$ cat src/core/ctfr_pkg.sv
package ctfr_pkg;

	// Core clock rate and latency budget figures
	localparam int CLK_MHZ         = 200;
	localparam int BUDGET_BASE_US  = 210;
	localparam int PER_BYTE_US     = 15;
	localparam int REQ_BUDGET_US   = 190;
	localparam int PER_BYTE_CYC    = PER_BYTE_US * CLK_MHZ;
	localparam int BUDGET_BASE_CYC = BUDGET_BASE_US * CLK_MHZ;
	localparam int REQ_BUDGET_CYC  = REQ_BUDGET_US * CLK_MHZ;
	localparam int LAT_W           = 22;

	// Payload buffer geometry and the largest payload the tunnel carries
	localparam int         BUF_AW          = 8;
	localparam logic [8:0] MAX_PAYLOAD_LEN = 9'h0FF;
	localparam logic [8:0] CNT_ZERO        = 9'h000;

	// Control byte field values of tunnel frames
	localparam logic [7:0] CTRL_DATA_A      = 8'h00;
	localparam logic [7:0] CTRL_OPEN_A      = 8'h81;
	localparam logic [7:0] CTRL_OPEN_F      = 8'h82;
	localparam logic [7:0] CTRL_RETURN_INIT = 8'h10;

	// Reader request and wake-up short frames
	localparam logic [7:0] CMD_REQ  = 8'h26;
	localparam logic [7:0] CMD_WAKE = 8'h52;

	typedef enum logic [1:0] {CARD_OFF, CARD_IDLE, CARD_ACTIVE, CARD_HALT} ctfr_card_t;
	typedef enum logic [1:0] {LAT_IDLE, LAT_RX, LAT_WAIT, LAT_TX} ctfr_lat_t;
	typedef enum logic [1:0] {UL_NONE, UL_DATA, UL_INIT, UL_IGNORE} ctfr_ul_t;

	typedef struct packed {
		logic             session;
		logic             from_halt;
		ctfr_card_t       card;
		logic             rx_in;
		logic [8:0]       rx_cnt;
		logic             rx_over;
		logic             open_eof;
		logic             dl_sof;
		logic [7:0]       dl_ctrl;
		logic             dl_vld;
		logic [7:0]       dl_byte;
		logic             dl_eof;
		logic             dl_bad_crc;
		ctfr_ul_t         ul_kind;
		logic             ul_done;
		logic             req_mode;
		logic [8:0]       wr_ptr;
		logic [8:0]       rd_ptr;
		logic             tx_play;
		logic             tx_start;
		logic             tx_vld;
		logic             tx_end;
		logic             tx_abort;
		logic             rx_ready;
		ctfr_lat_t        lat;
		logic [LAT_W-1:0] lat_cnt;
		logic [8:0]       rx_bytes;
		logic             budget_miss;
	} ctfr_state_t;

	localparam ctfr_state_t ST_RESET = '0;

endpackage

$ cat src/core/ctfr_relay.sv
`timescale 1ns/10ps
`default_nettype none

// Contract
// - One whole received reader block goes into one tunnel frame payload.
// - Block longer than the tunnel allows is handled as an RF-side error.
// - Oversize block is signalled by a tunnel frame with a wrong CRC.
// - Downlink frame may start while the reader block is still arriving.
// - Receive latency runs from last reader pause end to downlink end.
// - Transmit latency runs from uplink frame start to first RF modulation.
// - Empty uplink frame: transmit latency ends when ready for next block.
// - Each uplink payload goes to the reader as exactly one RF block; the code drops a payload that answers a request or wake-up.
// - RF sending may wait for the whole frame or start while it arrives.
// - Bad uplink CRC: store-and-forward never modulates; pipelined aborts.
// - Receive plus transmit latency within 210 us plus 15 us per byte.
// - Latency byte counts hold data bytes only, no framing bits.
// - Serialising time on the wire counts inside both latencies.
// - Request or wake-up is forwarded in a one-byte tunnel payload.
// - Request or wake-up exchange latency stays within 190 us.
// - Request in active state moves card to idle or halt, no reply.
// - Passive 212/424 timing is met by balancing processing and link rate.
// - Both parties keep processing delays small for transaction timing.
// - Corrupted or reserved-control frames keep the tunnel link running.
// - Session opens, closing any old one, by a Type A or F open frame.
// - Return-to-init frame sends the emulated card back to initialisation.
module ctfr_relay
	import ctfr_pkg::*;
#(
	parameter int BUDGET_BASE_CYCLES = BUDGET_BASE_CYC, // 210 us at core rate
	parameter int REQ_BUDGET_CYCLES  = REQ_BUDGET_CYC   // 190 us at core rate
)
(
	input  wire logic       core_clk,       // Core clock
	input  wire logic       sys_rst,        // Synchronous reset
	input  wire logic       open_req,       // Open a tunnel session
	input  wire logic       open_type_f,    // Announce Type F instead of A
	input  wire logic       pipeline_en,    // Uplink pipelined when high
	input  wire logic       rf_rx_start,    // Reader block begins
	input  wire logic       rf_rx_vld,      // Reader data byte strobe
	input  wire logic [7:0] rf_rx_byte,     // Reader data byte
	input  wire logic       rf_rx_short,    // Block is a short frame
	input  wire logic       rf_rx_end,      // End of last reader pause
	input  wire logic       rf_rx_err,      // RF-side error in block
	input  wire logic       ul_sof,         // Uplink frame start
	input  wire logic [7:0] ul_ctrl,        // Control byte field, with sof
	input  wire logic       ul_vld,         // Uplink payload byte strobe
	input  wire logic [7:0] ul_byte,        // Uplink payload byte
	input  wire logic       ul_eof,         // Uplink frame end
	input  wire logic       ul_crc_ok,      // Uplink CRC good, with eof
	input  wire logic       rf_tx_take,     // Modulator wants a byte
	output logic            dl_sof,         // Downlink frame start
	output logic [7:0]      dl_ctrl,        // Downlink control byte field
	output logic            dl_vld,         // Downlink payload byte strobe
	output logic [7:0]      dl_byte,        // Downlink payload byte
	output logic            dl_eof,         // Downlink frame end
	output logic            dl_bad_crc,     // Close frame with wrong CRC
	output logic            rf_tx_start,    // RF block begins
	output logic            rf_tx_vld,      // RF byte strobe
	output logic [7:0]      rf_tx_byte,     // RF byte
	output logic            rf_tx_end,      // RF block complete
	output logic            rf_tx_abort,    // Spoil the RF block
	output logic            rf_rx_ready,    // Ready for next reader block
	output logic            session_active, // Tunnel session open
	output logic [1:0]      card_state,     // Emulated card state
	output logic            budget_miss     // Latency budget exceeded
);

	ctfr_state_t st_ff;
	ctfr_state_t nxt_st;

	logic              mem_we;
	logic [BUF_AW-1:0] mem_waddr;
	logic [BUF_AW-1:0] mem_raddr;
	logic [7:0]        mem_rdata_ff;

	// Payload buffer serves both store-and-forward and pipelined sending
	ctfr_buf u_buf (
		.core_clk (core_clk),
		.we       (mem_we),
		.waddr    (mem_waddr),
		.wdata    (ul_byte),
		.raddr    (mem_raddr),
		.rdata_ff (mem_rdata_ff)
	);

	logic [LAT_W-1:0] limit;
	logic [9:0]       byte_sum;
	logic             lat_stop;
	logic             is_request;

	// Next-state logic for the whole relay
	always_comb
	begin
		nxt_st      = st_ff;
		mem_we      = 1'b0;
		mem_waddr   = st_ff.wr_ptr[BUF_AW-1:0];
		mem_raddr   = st_ff.rd_ptr[BUF_AW-1:0];
		lat_stop    = 1'b0;
		byte_sum    = {1'b0, st_ff.rx_bytes} + {1'b0, st_ff.wr_ptr};
		is_request  = rf_rx_short && (rf_rx_byte == CMD_REQ || rf_rx_byte == CMD_WAKE);
		limit       = st_ff.req_mode ? LAT_W'(REQ_BUDGET_CYCLES)
			: LAT_W'(BUDGET_BASE_CYCLES) + LAT_W'(PER_BYTE_CYC * int'(byte_sum));

		// Pulses last one cycle
		nxt_st.dl_sof      = 1'b0;
		nxt_st.dl_vld      = 1'b0;
		nxt_st.dl_eof      = 1'b0;
		nxt_st.dl_bad_crc  = 1'b0;
		nxt_st.tx_start    = 1'b0;
		nxt_st.tx_vld      = 1'b0;
		nxt_st.tx_end      = 1'b0;
		nxt_st.tx_abort    = 1'b0;
		nxt_st.budget_miss = 1'b0;

		// Session open frame: control byte, then close next cycle
		if (st_ff.open_eof)
		begin
			nxt_st.dl_eof   = 1'b1;
			nxt_st.open_eof = 1'b0;
		end
		else if (open_req && !st_ff.rx_in)
		begin
			nxt_st.session  = 1'b1;
			nxt_st.dl_sof   = 1'b1;
			nxt_st.dl_ctrl  = open_type_f ? CTRL_OPEN_F : CTRL_OPEN_A;
			nxt_st.open_eof = 1'b1;
			nxt_st.card     = CARD_IDLE;
			nxt_st.req_mode = 1'b0;
			nxt_st.lat      = LAT_IDLE;
		end

		// Reader block opens a downlink frame at once, pipelined
		if (st_ff.session && rf_rx_start && !st_ff.open_eof)
		begin
			nxt_st.rx_in   = 1'b1;
			nxt_st.rx_cnt  = CNT_ZERO;
			nxt_st.rx_over = 1'b0;
			nxt_st.dl_sof  = 1'b1;
			nxt_st.dl_ctrl = CTRL_DATA_A;
		end
		if (st_ff.rx_in && rf_rx_vld)
		begin
			if (st_ff.rx_cnt < MAX_PAYLOAD_LEN)
			begin
				nxt_st.dl_vld  = 1'b1;
				nxt_st.dl_byte = rf_rx_byte;
				nxt_st.rx_cnt  = st_ff.rx_cnt + 9'h001;
			end
			else
			begin
				nxt_st.rx_over = 1'b1;
			end
			// Request or wake-up in active state drops the card back
			if (is_request && st_ff.rx_cnt == CNT_ZERO)
			begin
				nxt_st.req_mode = 1'b1;
				if (st_ff.card == CARD_HALT && rf_rx_byte == CMD_WAKE)
				begin
					nxt_st.from_halt = 1'b1;
				end
				if (st_ff.card == CARD_ACTIVE)
				begin
					nxt_st.card = st_ff.from_halt ? CARD_HALT : CARD_IDLE;
				end
			end
		end
		if (st_ff.rx_in && rf_rx_end)
		begin
			nxt_st.rx_in      = 1'b0;
			nxt_st.dl_eof     = 1'b1;
			nxt_st.dl_bad_crc = st_ff.rx_over || rf_rx_err
				|| (st_ff.rx_cnt == MAX_PAYLOAD_LEN && rf_rx_vld);
			nxt_st.rx_bytes   = st_ff.rx_cnt;
			nxt_st.rx_ready   = 1'b0;
			nxt_st.lat        = LAT_RX;
			nxt_st.lat_cnt    = '0;
		end

		// Uplink frame classification; bad frames leave the session up
		if (st_ff.session && ul_sof)
		begin
			nxt_st.wr_ptr  = CNT_ZERO;
			nxt_st.rd_ptr  = CNT_ZERO;
			nxt_st.ul_done = 1'b0;
			if (ul_ctrl == CTRL_DATA_A)
			begin
				nxt_st.ul_kind = UL_DATA;
			end
			else if (ul_ctrl == CTRL_RETURN_INIT)
			begin
				nxt_st.ul_kind = UL_INIT;
			end
			else
			begin
				nxt_st.ul_kind = UL_IGNORE;
			end
			if (st_ff.lat == LAT_WAIT)
			begin
				nxt_st.lat = LAT_TX;
			end
		end
		if (st_ff.ul_kind == UL_DATA && ul_vld && st_ff.wr_ptr < MAX_PAYLOAD_LEN)
		begin
			mem_we        = 1'b1;
			nxt_st.wr_ptr = st_ff.wr_ptr + 9'h001;
			if (pipeline_en && !st_ff.tx_play && !st_ff.req_mode && st_ff.wr_ptr == CNT_ZERO)
			begin
				nxt_st.tx_play  = 1'b1;
				nxt_st.tx_start = 1'b1;
			end
		end
		if (st_ff.ul_kind != UL_NONE && ul_eof)
		begin
			nxt_st.ul_kind = UL_NONE;
			nxt_st.ul_done = 1'b1;
			if (!ul_crc_ok)
			begin
				// Corrupted frame: drop it, keep the tunnel link running
				if (st_ff.tx_play)
				begin
					nxt_st.tx_play  = 1'b0;
					nxt_st.tx_abort = 1'b1;
				end
				nxt_st.rx_ready = 1'b1;
				nxt_st.lat      = LAT_IDLE;
			end
			else if (st_ff.ul_kind == UL_INIT)
			begin
				nxt_st.card     = st_ff.from_halt ? CARD_HALT : CARD_IDLE;
				nxt_st.req_mode = 1'b0;
				nxt_st.rx_ready = 1'b1;
				lat_stop        = (st_ff.lat == LAT_TX);
			end
			else if (st_ff.ul_kind == UL_DATA)
			begin
				if (st_ff.req_mode || st_ff.wr_ptr == CNT_ZERO && !(ul_vld))
				begin
					// No reply to a request; empty frame frees the receiver
					nxt_st.req_mode = 1'b0;
					nxt_st.rx_ready = 1'b1;
					lat_stop        = (st_ff.lat == LAT_TX);
				end
				else
				begin
					nxt_st.card = CARD_ACTIVE;
					if (!pipeline_en)
					begin
						nxt_st.tx_play  = 1'b1;
						nxt_st.tx_start = 1'b1;
					end
				end
			end
			else
			begin
				// Reserved control value: dropped, receiver keeps waiting for the answer
			end
		end

		// RF playout: one byte per take, whole payload as one block
		if (st_ff.tx_play && !nxt_st.tx_abort && !st_ff.tx_start)
		begin
			if (rf_tx_take && !st_ff.tx_vld && st_ff.rd_ptr < st_ff.wr_ptr)
			begin
				nxt_st.rd_ptr = st_ff.rd_ptr + 9'h001;
				nxt_st.tx_vld = 1'b1;
				lat_stop      = (st_ff.rd_ptr == CNT_ZERO) && (st_ff.lat == LAT_TX);
			end
			else if (st_ff.ul_done && st_ff.rd_ptr == st_ff.wr_ptr && !st_ff.tx_vld)
			begin
				nxt_st.tx_play  = 1'b0;
				nxt_st.tx_end   = 1'b1;
				nxt_st.rx_ready = 1'b1;
			end
		end

		// Latency counter covers both wire serialisations, not the far end
		case (st_ff.lat)
			LAT_RX:
			begin
				nxt_st.lat_cnt = st_ff.lat_cnt + LAT_W'(1);
				if (st_ff.dl_eof)
				begin
					nxt_st.lat = LAT_WAIT;
				end
			end
			LAT_TX:
			begin
				nxt_st.lat_cnt = st_ff.lat_cnt + LAT_W'(1);
			end
			LAT_IDLE, LAT_WAIT:
			begin
				// Count left alone, so a block end can still clear it
			end
			default:
			begin
				nxt_st.lat = LAT_IDLE;
			end
		endcase
		if (lat_stop)
		begin
			nxt_st.lat         = LAT_IDLE;
			nxt_st.budget_miss = (st_ff.lat_cnt > limit);
		end
	end

	// State register
	always_ff @(posedge core_clk)
	begin
		if (sys_rst)
		begin
			st_ff <= ST_RESET;
		end
		else
		begin
			st_ff <= nxt_st;
		end
	end

	// Outputs straight from the state flops, except rf_tx_byte from the buffer read register
	assign dl_sof         = st_ff.dl_sof;
	assign dl_ctrl        = st_ff.dl_ctrl;
	assign dl_vld         = st_ff.dl_vld;
	assign dl_byte        = st_ff.dl_byte;
	assign dl_eof         = st_ff.dl_eof;
	assign dl_bad_crc     = st_ff.dl_bad_crc;
	assign rf_tx_start    = st_ff.tx_start;
	assign rf_tx_vld      = st_ff.tx_vld;
	assign rf_tx_byte     = mem_rdata_ff;
	assign rf_tx_end      = st_ff.tx_end;
	assign rf_tx_abort    = st_ff.tx_abort;
	assign rf_rx_ready    = st_ff.rx_ready;
	assign session_active = st_ff.session;
	assign card_state     = st_ff.card;
	assign budget_miss    = st_ff.budget_miss;

endmodule
`default_nettype wire

$ cat src/core/ctfr_buf.sv
`timescale 1ns/10ps
`default_nettype none

// Payload store for uplink frames; read data comes out of a register
module ctfr_buf
	import ctfr_pkg::*;
(
	input  wire logic              core_clk,  // Core clock
	input  wire logic              we,        // Write strobe
	input  wire logic [BUF_AW-1:0] waddr,     // Write address
	input  wire logic [7:0]        wdata,     // Write byte
	input  wire logic [BUF_AW-1:0] raddr,     // Read address
	output var  logic [7:0]        rdata_ff   // Registered read byte
);

	logic [7:0] mem [0:(1<<BUF_AW)-1];

	// No reset on the array; contents are only read after being written
	always_ff @(posedge core_clk)
	begin
		if (we)
		begin
			mem[waddr] <= wdata;
		end
		rdata_ff <= mem[raddr];
	end

endmodule
`default_nettype wire

$ cat config.mk
export PLATFORM = sky130hd
export DESIGN_NAME = ctfr_relay
export DESIGN_NICKNAME = d
export VERILOG_FILES = /design/src/core/ctfr_pkg.sv /design/src/core/ctfr_relay.sv /design/src/core/ctfr_buf.sv
export SDC_FILE = /design/constraint.sdc
export NUM_CORES = 2
export LEC_CHECK = 0
export ABC_AREA = 0
export BUFFER_PORTS_ARGS = -buffer_cell sky130_fd_sc_hd__buf_4
export CAP_MARGIN = 10
export CORE_MARGIN = 8
export CORE_UTILIZATION = 35
export CTS_CLUSTER_SIZE = 40
export DETAILED_ROUTE_END_ITERATION = 10
export SYNTH_ARGS = -nofsm -noshare
export SYNTH_HDL_FRONTEND = slang
export SYNTH_SLANG_ARGS = --single-unit
export TNS_END_PERCENT = 20
$ cat constraint.sdc
create_clock -name core_clk -period 19.2 [get_ports core_clk]
set_clock_uncertainty 0.2 [all_clocks]
set_input_delay 2.88 -clock core_clk [delete_from_list [all_inputs] [get_ports core_clk]]
set_output_delay 2.88 -clock core_clk [all_outputs]
set_load 0.02 [all_outputs]
**Word level (Yosys, flattened, before mapping)**

Memories as Yosys holds them, arrays and structs flattened. A register that Yosys moved wholly into a read port is not among the register bits.
Index checks and enable logic that the tools add are counted.

- Register bits: 98
- Memory bits (writable): 2048
- Input port bits: 39
- Word-level logic and storage cells: 197
- Memories kept: 1

- Add/subtract/negate cells: 6
- $mul: 1
- Magnitude comparators: 4
- Equality and inequality tests: 12
- Mux-type cells: 82
- Bitwise logic cells: 5
- Reductions and logical operators: 58

Memories:

| memory | depth | bits a word | rd ports | clocked after memory_dff | wr ports | line | RTL |
|---|---|---|---|---|---|---|---|
| u_buf.mem | 256 | 8 | 1 | 1 | 1 | ctfr_buf.sv:16 | `logic [7:0] mem [0:(1<<BUF_AW)-1];` |

Operators with widths:

| cell | count |
|---|---|
| 2-to-1 mux 2 bit | 29 |
| 2-to-1 mux 9 bit | 6 |
| 2-to-1 mux 22 bit | 2 |
| 2-to-1 mux 10 bit | 4 |
| 2-to-1 mux 1 bit | 38 |
| 2-to-1 mux 34 bit | 1 |
| adder 9 x 1 -> 9 bit (second input constant) | 3 |
| zero test 9 bit | 3 |
| logical AND 1 bit | 24 |
| adder 17 x 22 -> 22 bit (first input constant) | 1 |
| adder 22 x 1 -> 22 bit (second input constant) | 1 |
| greater-than comparator 22 bit | 1 |
| OR reduction 2 bit | 10 |
| multiplier 9 x 10 -> 19 bit (first input constant) | 1 |
| less-than comparator 9 x 8 -> 1 bit (second input constant) | 2 |
| 2-to-1 mux 18 bit | 1 |
| adder 9 x 9 -> 10 bit | 1 |
| equality test 2 bit (second input constant) | 5 |
| equality test 9 x 8 -> 1 bit (second input constant) | 1 |
| equality test 9 bit | 1 |
| less-than comparator 9 bit | 1 |
| equality test 8 x 5 -> 1 bit (second input constant) | 1 |
| equality test 8 x 6 -> 1 bit (second input constant) | 1 |
| equality test 8 x 7 -> 1 bit (second input constant) | 1 |
| 10 further kinds | 29 |

**Longest topological paths before layout**

- Depth in word-level cells: 16
- Depth in mapped cells: 35

**By module**

A second synthesis with hierarchy kept.

- Cell total of the unflattened synthesis: 4701
- Area total of the unflattened synthesis: 87438.9 sq um

Modules (own cells, without submodules):

| module | times used | cells each | area each (sq um) |
|---|---|---|---|
| ctfr_buf | 1 | 3733 | 79556.3 |
| ctfr_relay | 1 | 968 | 7882.6 |

**Worst setup path after synthesis**

No wires, ideal clock.

- Path type: reg-to-reg
- Start: register st_ff, in the netlist mem_waddr[0]
- End: register st_ff, in the netlist budget_miss
- Setup time: 118 ps
- Data arrival time: 7406 ps
- Required time: 18882 ps
- Path slack: 11476 ps
- Cell stages (with the launch flop): 35
- Clock period less this slack: 7724 ps
- Path through: dfxtp_1 ha_1 inv_1 fa_1 inv_1 a21o_1 a21oi_1 o21bai_1 a21oi_1 o21ai_0 xor2_1 xor2_1 ha_1 inv_1 fa_1 inv_1 fa_1 inv_1 fa_1 inv_1 ha_1 a21o_1 nand2b_1 o211ai_1 or4b_1 o311ai_0 nand3_1 or4_1 nand3_1 ha_1 and4_1 a21oi_1 nand2_1 a31oi_1 nor3b_1

- Cells in the longest elaborated chain, start to end: 12
- Elaborated cells on any way between the ends: 19

Ends and longest elaborated chain:

| element | line | RTL |
|---|---|---|
| start, declared | ctfr_relay.sv:68 | `ctfr_state_t st_ff;` |
| start signal, assigned | ctfr_relay.sv:315 | `st_ff <= nxt_st;` |
| branches (longest 12 deep; another with adder 17 x 22 -> 22 bit) | n/a |  |

Parallel ways; which one is timed is not known.
A chain may end at the register's enable or synchronous reset.

**Worst setup path after layout**

Ends and elaborated chain as after synthesis.

==> results_dict.tcl <==
set metrics [dict create \
    timing_hold_violations_final 0 \
    yosysSeqAreaShare 0.733 \
    finalCriticalPeriod_ns 8.62 \
    die_h_um 514 \
    drive_gt1_frac 0.253 \
    routed_wl_um 209000 \
    synthMuxAreaShare 0.176 \
    ctsHoldBuffers 0 \
    multi_input_area_um2 21800 \
    worstMarginPinSlew_ns 1.26 \
    hold_ws_ns 0.261 \
    synthSimpleGateAreaFrac 0.0330 \
    synthDistinctLibCells 62 \
    cts_max_path_buffers 3 \
    drt_iter0_drc 3948 \
    grt_pass1_wl_um 304000 \
    worstSkewPairLatency_ns 0.85 \
    root_buffer "clkbuf_16" \
    rows 182 \
    syn2layout_area_growth_pct 12.8 \
    io_pins 76 \
    critPathLaunchType "register" \
    dp_hpwl_um 123000 \
    ff_latch_area_um2 63500 \
    ys_ff_latch 2149 \
    drcViolationCount 0 \
    vdd_drop_max_mv 0.0914 \
    path_class "register to register" \
    maxCapViolCount 0 \
    power.switching_mw 1.87 \
    power_frac_clock 0.439 \
    critPathCapture "budget_miss$_SDFF_PP0_" \
    reg2reg_from "mem_waddr[0]$_SDFFE_PP0P_" \
    path_max_fanout 9 \
    worstSetupEndpointType "register" \
    worst_ep_required_time_ns 19.71 \
    reg2reg_setup_slack_ns 10.58 \
    wire_per_inst_um 27.0 \
    io_buffers 70 \
    layout.cells.non_filler 7725 \
    synth_fa_ha_area_frac 0.0218 \
    crit_path_start "mem_waddr[0]$_SDFFE_PP0P_" \
    synth.avg_cell_area_um2 20.6 \
    grt_overflow_total 0 \
    num_vias 41700 \
    period_share 0.449 \
    cts.sinks 2149 \
    synth_xor_area_frac 0.00451 \
    status "finished clean" \
    swShare 0.199 \
    synth_top_family_by_area "multiplexers" \
    placedCellCount 7338 \
    grt_max_degree 168 \
    cp_slowest_cell "xor2_1" \
    pwr-share-seq 0.548 \
    place_congestion 0.775 \
    cts_tree "built" \
    antenna_found_initial 8 \
    core_um2 246000 \
    comb_power_share 0.013 \
    worstPathArrival_ns 9.13 \
    dieWidth_um 514 \
    postCtsResizedCells 0 \
    setup_viol 0 \
    synth_edf_count 2048 \
    maxSlewViolCount 0 \
    pre_cts_slack_ns 10.60 \
    timing.final.ws_setup_ns 10.58 \
    initial_core_util 0.352 \
    dieArea_um2 264000 \
    viasPerCell 5.40 \
    htreeDepth 4 \
    hold_class "register to register" \
    synth-async-reset-ratio 0 \
    p_leak_nw 29.6 \
    ant_nets 0 \
    nFillCells 21600 \
    synth_ff_type "edfxtp_1" \
    grt_setup_unrepaired "false" \
    path_clk_slew_ns 0.06 \
    track_usage 0.155 \
    slew_headroom 0.159 \
    yosys_warnings 0 \
    cts_buffers 205 \
    synthCells 4213 \
    timing.fmax_mhz 116 \
    nets 4496 \
    internal_power_mw 7.51 \
    dr.pass1.iters 5 \
    slowest_delay_ns 0.66 \
    setup_tns_ns 0 \
    rr_worst_depth 33 \
    power_per_cell_area_nw_per_um2 95.9 \
    r2r_end "budget_miss$_SDFF_PP0_" \
    grt_pass1_vias 42100 \
    synth_compound_gate_area_share 0.0153 \
    syn_area_um2 86600 \
    post_cts_buffers 0 \
]
==> layout by cell type, fill, tap and decap left out, types with 10 or more instances in the layout <==
cell type  count
edfxtp_1    2048
mux4_2       672
nor2_1       341
clkbuf_16    209
buf_4        120
nand2_1      117
inv_1        108
ha_1         100
dfxtp_1       95
a21oi_1       85
nand3_1       47
clkinv_1      47
clkinv_2      38
o21ai_0       36
clkbuf_1      34
fa_1          32
nor3_1        29
xnor2_1       26
bufinv_16     26
and3_1        19
a22oi_1       17
nand2_2       16
xor2_1        16
a21o_1        14
diode_2       11
nand3b_1      11
and2_1        10
==> synthesized netlist by cell type, types with 4 or more instances <==
cell,count,share of area
mux4_2,672,0.17
a22oi_1,17,0.0015
a31oi_1,5,0.00036
a21o_1,14,0.0012
o211ai_1,7,0.00061
edfxtp_1,2048,0.71
and2_1,10,0.00072
nor2b_1,9,0.00065
nand2b_1,4,0.00029
and3_1,19,0.0014
o21ai_0,36,0.0021
o21bai_1,4,0.00035
o21a_1,9,0.00078
nor2_1,342,0.015
fa_1,32,0.0074
or2_2,8,0.00058
buf_2,43,0.0025
buf_4,19,0.0016
xnor2_1,26,0.0026
buf_1,22,0.00095
mux2_2,5,0.00065
o31ai_1,5,0.00043
mux2i_1,5,0.00058
a21oi_1,85,0.0049
a311oi_1,5,0.00051
ha_1,100,0.014
nand4_1,9,0.00065
inv_1,108,0.0047
nand2_1,133,0.0058
nor4_1,5,0.00036
dfxtp_1,101,0.023
clkbuf_1,148,0.0064
nand3b_1,11,0.00095
nor3_1,29,0.0017
a211oi_1,5,0.00043
xor2_1,16,0.0016
or3_1,9,0.00065
nand3_1,47,0.0027
==> cells by family after synthesis <==
logic type	after synthesis
compound gates	213
simple gates	653
xor+xnor	43
mux	682
fa+ha+maj	132
buf+inv	340
flops	2149
other cells	1
==> layout make-up <==
cell class,instances,share of cell area
repair buffers,133,0.0115
clock buffers,244,0.0550
well taps,3220,0.0412
diodes,11,0.000282
inverters,108,0.00415
clock inverters,132,0.0152
multi-input cells,1728,0.223
flip-flops and latches,2149,0.650
==> how the worst min path moves through the flow <==
stage | slack (ns) | startpoint | cells past startpoint | end
6_report | 0.26 | dl_byte[7]$_SDFFE_PP0P_ | 2 | dl_byte[7]$_SDFFE_PP0P_
2_1_floorplan | 0.24 | st_ff[59]$_SDFFE_PP0P_ | 2 | st_ff[59]$_SDFFE_PP0P_
5_1_grt | 0.28 | st_ff[7]$_SDFFE_PP0P_ | 2 | st_ff[7]$_SDFFE_PP0P_
3_5_place_dp | 0.25 | st_ff[1]$_SDFFE_PP0P_ | 2 | st_ff[1]$_SDFFE_PP0P_
4_1_cts | 0.26 | st_ff[5]$_SDFFE_PP0P_ | 2 | st_ff[5]$_SDFFE_PP0P_
3_3_place_gp | 0.24 | dl_byte[7]$_SDFFE_PP0P_ | 2 | dl_byte[7]$_SDFFE_PP0P_
==> layer usage <==
layer	vias to the layer above	track usage	wire (um)
li1	17500	-	-
met1	22400	0.209	85700
met2	1456	0.261	104000
met3	309	0.0236	12600
met4	2	0.0467	5870
met5	-	0	13
==> flip-flops by register name (all words and copies together) (netlist names), 2 cells and up <==
register        count
u_buf.mem        2048
st_ff              53
dl_byte             8
mem_raddr           8
mem_waddr           8
u_buf.rdata_ff      8
dl_ctrl             3
card_state          2
==> power by group through the flow <==
stage | clock network (mW) | logic [mW] | registers [mW]
after detailed placement | 0 | 0.129 | 5.23
final | 4.11 | 0.126 | 5.13
after global placement | 0 | 0.123 | 5.23
after CTS | 4.19 | 0.129 | 5.13
after floorplan | 0 | 0.0277 | 5.24
after global routing | 4.36 | 0.137 | 5.13
==> worst max-delay path: cells and delay by family, from the launching register on <==
kind                       cells  cell delay (ns)
AOI/OAI and AO/OA             13             2.52
xor gates and xnor gates       3             1.08
adders and majority gates      8             2.98
buffers and inverters          4             0.22
DFF                            1             0.48
and+or+nand+nor                5             1.03
==> per-stage QoR <==
stage / utilization / power [mW] / cell area (um2)
2_1_floorplan: - / 5.26 / 86700
3_3_place_gp: 0.369 / 5.36 / 90900
3_5_place_dp: 0.369 / 5.36 / 90900
4_1_cts: 0.397 / 9.45 / 97700
5_1_grt: 0.397 / 9.62 / 97800
6_report: 0.397 / 9.37 / 97800
(Power assumes the default switching activity.)
